## src/rmd_cfg.svh

```systemverilog
// register offsets, field positions and reset values of the mode and discharge register bank
`ifndef RMD_CFG_SVH
`define RMD_CFG_SVH
`define RMD_ADDR_REG4_MODE 8'h25
`define RMD_ADDR_REG5_MODE 8'h26
`define RMD_ADDR_REG6_MODE 8'h27
`define RMD_ADDR_DIS_A 8'h40
`define RMD_MODE_BIT 1
`define RMD_MODE_RSVD_ZERO 2'h0
`define RMD_MODE_STORE_RST 6'h3D
`define RMD_REG6_RST 8'h3D
`define RMD_DIS_RST 8'h55
`define RMD_DIS_FIELD_RST 2'h1
`define RMD_DIS_FIELD_OFF 2'h0
`define RMD_DIS_FIELD_W 2
`define RMD_READ_ZERO 8'h00
`endif

```

## src/rmd_pkg.sv

```systemverilog
// types shared by the mode and discharge register bank
package rmd_pkg;
  typedef logic [7:0] rmd_byte_t;
  typedef logic [1:0] rmd_dsel_t;
  typedef logic [5:0] rmd_mode_store_t;
  typedef enum logic [1:0] {
    RMD_DIS_NONE = 2'b00,
    RMD_DIS_100  = 2'b01,
    RMD_DIS_200  = 2'b10,
    RMD_DIS_500  = 2'b11
  } rmd_dis_res_t;
endpackage : rmd_pkg

```

## src/rmd_dis_if.sv

```systemverilog
// carrier between the register bank and one discharge field channel
`timescale 1ns/1ps
interface rmd_dis_if;
  import rmd_pkg::*;
  logic      regOn;
  logic      wrEn;
  rmd_dsel_t wrVal;
  rmd_dsel_t field;
  rmd_dsel_t dischSel;
  modport bank (output regOn, output wrEn, output wrVal, input field, input dischSel);
  modport chan (input regOn, input wrEn, input wrVal, output field, output dischSel);
endinterface : rmd_dis_if

```

## src/rmd_dis_chan.sv

```systemverilog
// one 2-bit discharge field with auto-clear on regulator enable
`timescale 1ns/1ps
`include "rmd_cfg.svh"
module rmd_dis_chan (
  input  wire logic  clk_sys,
  input  wire logic  reset,
  rmd_dis_if.chan    ch
);
  import rmd_pkg::*;

  logic      onMeta_r;
  logic      onMeta_nxt;
  logic      onSync_r;
  logic      onSync_nxt;
  logic      onDly_r;
  logic      onDly_nxt;
  rmd_dsel_t field_r;
  rmd_dsel_t field_nxt;
  rmd_dsel_t sel_r;
  rmd_dsel_t sel_nxt;
  logic      onRise;

  // ----------------------------------------
  // enable synchroniser and field update
  // ----------------------------------------
  always_comb begin
    onMeta_nxt = ch.regOn;
    onSync_nxt = onMeta_r;
    onDly_nxt  = onSync_r;
    onRise     = onSync_r && !onDly_r;
    field_nxt  = field_r;
    if (onRise) begin
      field_nxt = `RMD_DIS_FIELD_OFF;
    end else if (ch.wrEn) begin
      field_nxt = ch.wrVal;
    end
    sel_nxt = onSync_r ? `RMD_DIS_FIELD_OFF : field_r;
  end

  always_ff @(posedge clk_sys) begin
    if (reset) begin
      onMeta_r <= 1'b0;
      onSync_r <= 1'b0;
      onDly_r  <= 1'b0;
      field_r  <= `RMD_DIS_FIELD_RST;
      sel_r    <= `RMD_DIS_FIELD_RST;
    end else begin
      onMeta_r <= onMeta_nxt;
      onSync_r <= onSync_nxt;
      onDly_r  <= onDly_nxt;
      field_r  <= field_nxt;
      sel_r    <= sel_nxt;
    end
  end

  assign ch.field    = field_r;
  assign ch.dischSel = sel_r;
endmodule : rmd_dis_chan

```

## src/rmd_regs.sv

```systemverilog
// mode and discharge control register bank of a power management device
//
// Function
// - bit 1 of the fourth-regulator mode register chooses automatic (0) or forced PWM (1).
// - the fourth-regulator mode register at 25h resets from a variant setting, mode bit 0 or 1.
// - bit 1 of the fifth-regulator mode register chooses automatic (0) or forced PWM (1).
// - the fifth-regulator mode register at 26h resets from a variant setting, mode bit 0 or 1.
// - bit 1 of the sixth-regulator mode register resets to automatic (0), writing 1 forces PWM.
// - the sixth-regulator mode register at 27h resets to 0011 1101 on every variant.
// - bits 7 and 6 of each mode register read 0 and ignore writes; bits 5 to 0 are read/write.
// - the discharge register holds four 2-bit fields, regulator four in 7-6 down to one in 1-0.
// - when a regulator becomes enabled its discharge field is cleared to 00 over any write.
// - the discharge register at 40h is fully read/write and resets to 0101 0101.
`timescale 1ns/1ps
`include "rmd_cfg.svh"
module rmd_regs #(
  parameter logic REG4_PWM_RST = 1'b0,
  parameter logic REG5_PWM_RST = 1'b0,
  parameter int   NUM_DIS      = 4
) (
  input  wire logic              clk_sys,
  input  wire logic              reset,
  input  wire logic              regWrEn,
  input  wire logic              regRdEn,
  input  wire rmd_pkg::rmd_byte_t regAddr,
  input  wire rmd_pkg::rmd_byte_t regWrData,
  output rmd_pkg::rmd_byte_t     regRdData,
  output logic                   regRdValid,
  input  wire logic [3:0]        regOnPin,
  output logic                   reg4PwmForce,
  output logic                   reg5PwmForce,
  output logic                   reg6PwmForce,
  output rmd_pkg::rmd_dsel_t     reg1DischargeSel,
  output rmd_pkg::rmd_dsel_t     reg2DischargeSel,
  output rmd_pkg::rmd_dsel_t     reg3DischargeSel,
  output rmd_pkg::rmd_dsel_t     reg4DischargeSel
);
  import rmd_pkg::*;

  localparam rmd_mode_store_t MODE_BASE = `RMD_MODE_STORE_RST;
  localparam rmd_byte_t       REG6_FULL = `RMD_REG6_RST;
  localparam rmd_mode_store_t REG4_RST  = {MODE_BASE[5:2], REG4_PWM_RST, MODE_BASE[0]};
  localparam rmd_mode_store_t REG5_RST  = {MODE_BASE[5:2], REG5_PWM_RST, MODE_BASE[0]};

  rmd_mode_store_t mode4_r;
  rmd_mode_store_t mode4_nxt;
  rmd_mode_store_t mode5_r;
  rmd_mode_store_t mode5_nxt;
  rmd_mode_store_t mode6_r;
  rmd_mode_store_t mode6_nxt;
  rmd_byte_t       rdData_r;
  rmd_byte_t       rdData_nxt;
  logic            rdValid_r;
  logic            rdValid_nxt;
  rmd_byte_t       disAll;
  logic            disWr;

  rmd_dis_if disIf [NUM_DIS] ();

  // ----------------------------------------
  // discharge channels
  // ----------------------------------------
  assign disWr = regWrEn && (regAddr == `RMD_ADDR_DIS_A);

  for (genvar g = 0; g < NUM_DIS; g++) begin : gDis
    assign disIf[g].regOn = regOnPin[g];
    assign disIf[g].wrEn  = disWr;
    assign disIf[g].wrVal = regWrData[g*`RMD_DIS_FIELD_W +: `RMD_DIS_FIELD_W];
    assign disAll[g*`RMD_DIS_FIELD_W +: `RMD_DIS_FIELD_W] = disIf[g].field;
    rmd_dis_chan uChan (
      .clk_sys (clk_sys),
      .reset   (reset),
      .ch      (disIf[g])
    );
  end

  // ----------------------------------------
  // mode registers and read path
  // ----------------------------------------
  always_comb begin
    mode4_nxt   = mode4_r;
    mode5_nxt   = mode5_r;
    mode6_nxt   = mode6_r;
    rdValid_nxt = regRdEn;
    rdData_nxt  = rdData_r;
    if (regWrEn) begin
      if (regAddr == `RMD_ADDR_REG4_MODE) begin
        mode4_nxt = regWrData[5:0];
      end else if (regAddr == `RMD_ADDR_REG5_MODE) begin
        mode5_nxt = regWrData[5:0];
      end else if (regAddr == `RMD_ADDR_REG6_MODE) begin
        mode6_nxt = regWrData[5:0];
      end
    end
    if (regRdEn) begin
      if (regAddr == `RMD_ADDR_REG4_MODE) begin
        rdData_nxt = {`RMD_MODE_RSVD_ZERO, mode4_r};
      end else if (regAddr == `RMD_ADDR_REG5_MODE) begin
        rdData_nxt = {`RMD_MODE_RSVD_ZERO, mode5_r};
      end else if (regAddr == `RMD_ADDR_REG6_MODE) begin
        rdData_nxt = {`RMD_MODE_RSVD_ZERO, mode6_r};
      end else if (regAddr == `RMD_ADDR_DIS_A) begin
        rdData_nxt = disAll;
      end else begin
        rdData_nxt = `RMD_READ_ZERO;
      end
    end
  end

  always_ff @(posedge clk_sys) begin
    if (reset) begin
      mode4_r   <= REG4_RST;
      mode5_r   <= REG5_RST;
      mode6_r   <= REG6_FULL[5:0];
      rdData_r  <= `RMD_READ_ZERO;
      rdValid_r <= 1'b0;
    end else begin
      mode4_r   <= mode4_nxt;
      mode5_r   <= mode5_nxt;
      mode6_r   <= mode6_nxt;
      rdData_r  <= rdData_nxt;
      rdValid_r <= rdValid_nxt;
    end
  end

  // ----------------------------------------
  // outputs
  // ----------------------------------------
  assign regRdData        = rdData_r;
  assign regRdValid       = rdValid_r;
  assign reg4PwmForce     = mode4_r[`RMD_MODE_BIT];
  assign reg5PwmForce     = mode5_r[`RMD_MODE_BIT];
  assign reg6PwmForce     = mode6_r[`RMD_MODE_BIT];
  assign reg1DischargeSel = disIf[0].dischSel;
  assign reg2DischargeSel = disIf[1].dischSel;
  assign reg3DischargeSel = disIf[2].dischSel;
  assign reg4DischargeSel = disIf[3].dischSel;

  // ----------------------------------------
  // checks
  // ----------------------------------------
  logic resetSeen_r;
  always_ff @(posedge clk_sys) begin
    resetSeen_r <= reset;
  end
endmodule : rmd_regs

```

## config.mk

```make
export PLATFORM = sky130hd
export DESIGN_NAME = rmd_regs
export DESIGN_NICKNAME = d
export VERILOG_FILES = /design/src/rmd_pkg.sv /design/src/rmd_dis_if.sv /design/src/rmd_dis_chan.sv /design/src/rmd_regs.sv
export VERILOG_INCLUDE_DIRS = /design/src
export SDC_FILE = /design/constraint.sdc
export NUM_CORES = 1
export LEC_CHECK = 0
export ABC_AREA = 1
export BUFFER_PORTS_ARGS = -buffer_cell sky130_fd_sc_hd__buf_2
export CAP_MARGIN = 20
export CORE_AREA = 2 2 75 77
export CTS_BUF_LIST = sky130_fd_sc_hd__clkbuf_4
export CTS_CLUSTER_DIAMETER = 40
export CTS_CLUSTER_SIZE = 8
export DETAILED_ROUTE_END_ITERATION = 12
export DIE_AREA = 0 0 77 79
export MAX_ROUTING_LAYER = met4
export PLACE_DENSITY = 0.74
export SYNTH_ARGS = -nofsm -noshare
export SYNTH_HDL_FRONTEND = slang
export SYNTH_SLANG_ARGS = --single-unit
```

## constraint.sdc

```tcl
create_clock -name clk_sys -period 1.35 [get_ports clk_sys]
set_input_delay 0.135 -clock clk_sys [delete_from_list [all_inputs] [get_ports clk_sys]]
set_output_delay 0.135 -clock clk_sys [all_outputs]
set_load 0.02 [all_outputs]
```

==> metrics.txt <==
clock share of power 0.326; TritonRoute pass-1 iters 5; detailed placement HPWL 3.545 mm; initial antenna violation count 0; Initial Util 0.4262; HP Class in2reg; GPL Wtd Cong 0.8603; Die Wd 77 µm; largest net degree at the start of global routing 18; Clock Tree Root clkbuf_4; Hold Fails Final Rpt 0; crit path max fanout 3; Sw Share 0.2368; Critical Setup Path Class reg2out; Layout Nets 358; Comb power frac 0.087; Mapped Area 2275 µm²; Setup WS pre-CTS 0.06544 ns; Slew Limit Fails 0; CP delay by family, top flip-flops; Vert. Die Dim 79 µm; Max Fclk 917.0 MHz; Post-CTS Hold Buffers 6; maximum vdd drop 0.5528 mV; data arrival time of the worst path 0.96 ns; port bufs 43; Least-Margin Pin Slew 0.2558 ns; Setup crit end reg6PwmForce; GRT Resource Usage Total 0.1726; Int Pwr 2.166 mW; Vias 1,974; worst path bufs/invs 1; Post-Syn Instances 279; Power Density 1041 nW/µm²; Largest stage delay, worst path 0.41 ns; Worst Path Required 1.22 ns; crit end category output port; # rows 27; Worst-Skew Late Latency 0.37 ns; Reg power frac 0.588; Die ar. 6083 µm²; CTS tree yes; cell chain of the critical path buf_2; sequential-to-total area share from yosys stat 0.4840; Post-Syn Area per Cell 8.153 µm²; gr ovfl total 0; DRT iter0 DRCs 152; mean number of vias per cell 4.850; status completed; P_sw 672.0 µW; HP Start regWrData[6]; Max-Cap Viols 0; Yosys cell types 28; fillers 550; CTS Buffer Depth 2; final WL 4.804 mm; core area 5338 µm²; Yosys reg bits 55; critical path depth 1; Reg2Reg Launch Point gDis[0].uChan.onDly_nxt$_SDFF_PP0_; average wire per standard cell 11.80 µm; setup slack, reg-to-reg 0.40 ns; critical path's slowest cell dfxtp_1; first-pass GRT wire length 8.204 mm; Area Growth Syn to Fin 19.86%; sum of negative setup slack 0 ns; fraction of layout cells with a size suffix above 1 0.2896; Post-CTS Resized 0; DRC errors left 0; RSZ-0062 raised after global routing false; Slew Limit Headroom 0.8288; Final setup violation count 0; Syn Nets 303; Worst R2R Path Depth 4; LEAKAGE 1.347 nW; fin crit share 0.8078; H-tree levels 2; Worst-path clk slew 0.16 ns; worst reg2reg path endpoint gDis[0].uChan.ch.field[0]$_SDFFE_PP1P_; n_diodes 0; origin of the worst setup path mode6_r[1]$_SDFFE_PP0P_; Final Critical Period 1.091 ns; # clock sinks 55; number of global-route vias before repair 1,812; Post-CTS Setup Inserts 0; Detail Route Antenna Nets 0; min setup slack post-route 0.2595 ns; synth warn 0; CP Launch Type register; skew final 0.01562 ns; I/O pins 44; CTS Buf Count 5
power by group through the flow:
stage / Sequential, mW / Clock (mW) / Combinational [mW]
floorplan: 1.71 / 0 / 0.133
global placement: 1.70 / 0 / 0.227
detailed placement: 1.70 / 0 / 0.232
CTS: 1.67 / 0.945 / 0.247
global route: 1.67 / 1.02 / 0.276
finish: 1.67 / 0.925 / 0.246
cell usage in the layout, fill, tap and decap left out, types with 6 or more instances in the layout:
cell type | netlist | routed
o21ai_0 | 10 | 10
clkbuf_4 | 0 | 6
nand3_1 | 20 | 20
nand2_1 | 49 | 49
o211ai_2 | 10 | 10
nand4_1 | 8 | 8
dlygate4sd3_1 | 0 | 6
dfxtp_1 | 55 | 55
nor2_1 | 25 | 25
inv_1 | 35 | 35
inv_2 | 7 | 7
buf_2 | 4 | 43
buf_4 | 2 | 9
a21oi_1 | 11 | 11
o21ai_1 | 9 | 9
nand2_2 | 6 | 6
worst min-delay path by stage:
stage / to / slack (ns) / cells past startpoint
after floorplan: gDis[0].uChan.onMeta_r$_SDFF_PP0_ / 0.24 / 2
after global placement: gDis[1].uChan.onMeta_r$_SDFF_PP0_ / 0.34 / 3
after detailed placement: gDis[2].uChan.onMeta_r$_SDFF_PP0_ / 0.34 / 3
after CTS: gDis[3].uChan.ch.field[0]$_SDFFE_PP1P_ / 0.01 / 3
after global routing: gDis[0].uChan.ch.field[1]$_SDFFE_PP0P_ / 0.02 / 3
final: gDis[3].uChan.ch.field[0]$_SDFFE_PP1P_ / 0.04 / 3
kinds of logic after synthesis:
group | after synthesis | share of synthesized area
simple gates | 118 | 0.2508
buf+inv | 54 | 0.1023
compound gates | 52 | 0.1628
flops | 55 | 0.4841
cells in the mapped netlist, drive strengths merged:
library cell  number  share of area
clkinv             1         0.0016
nor2              33          0.080
nand2             56           0.10
buf               10          0.029
o21bai             1         0.0033
nand3             20          0.044
nand4              8          0.022
nor3               1         0.0022
o21ai             20          0.046
inv               43          0.072
a21oi             14          0.036
dfxtp             55           0.48
o211ai            15          0.072
o31ai              2         0.0066
final cells by class:
class | instances | area, µm² | share of cell area
Sequential cell | 55 | 1101 | 0.4039
Tap cell | 72 | 90.09 | 0.03304
Multi-Input combinational cell | 170 | 940.9 | 0.3451
Clock inverter | 2 | 38.79 | 0.01423
Inverter | 44 | 167.7 | 0.06150
Timing Repair Buffer | 58 | 342.8 | 0.1257
Clock buffer | 6 | 45.04 | 0.01652
routing by layer:
layer	up-vias	part of all wire	track usage
met1	906	0.46	0.2143
li1	1011	-	-
met3	2	0.051	0.03636
met5	-	0	-
met2	55	0.49	0.2825
met4	0	0.0042	0.05893
flip-flops by register name, indices dropped and copies added (netlist names), 4 cells and up:
register / count
gDis.uChan.onMeta_r: 4
mode4_r: 6
gDis.uChan.ch.field: 8
regRdData: 8
gDis.uChan.ch.dischSel: 8
gDis.uChan.onDly_nxt: 4
mode6_r: 6
gDis.uChan.onDly_r: 4
mode5_r: 6
stage by stage:
stage	cell area, µm²	instances	hold slack (ns)	util	total power [mW]
after floorplan	2275	279	0.2420	-	1.845
after global placement	2582	393	0.3366	0.4838	1.929
after detailed placement	2582	393	0.3432	0.4838	1.935
after CTS	2726	407	0.01277	0.5108	2.859
after global routing	2726	407	0.02030	0.5108	2.967
final	2726	407	0.03759	0.5108	2.838
No activity file was read; power rests on OpenSTA's default activity.
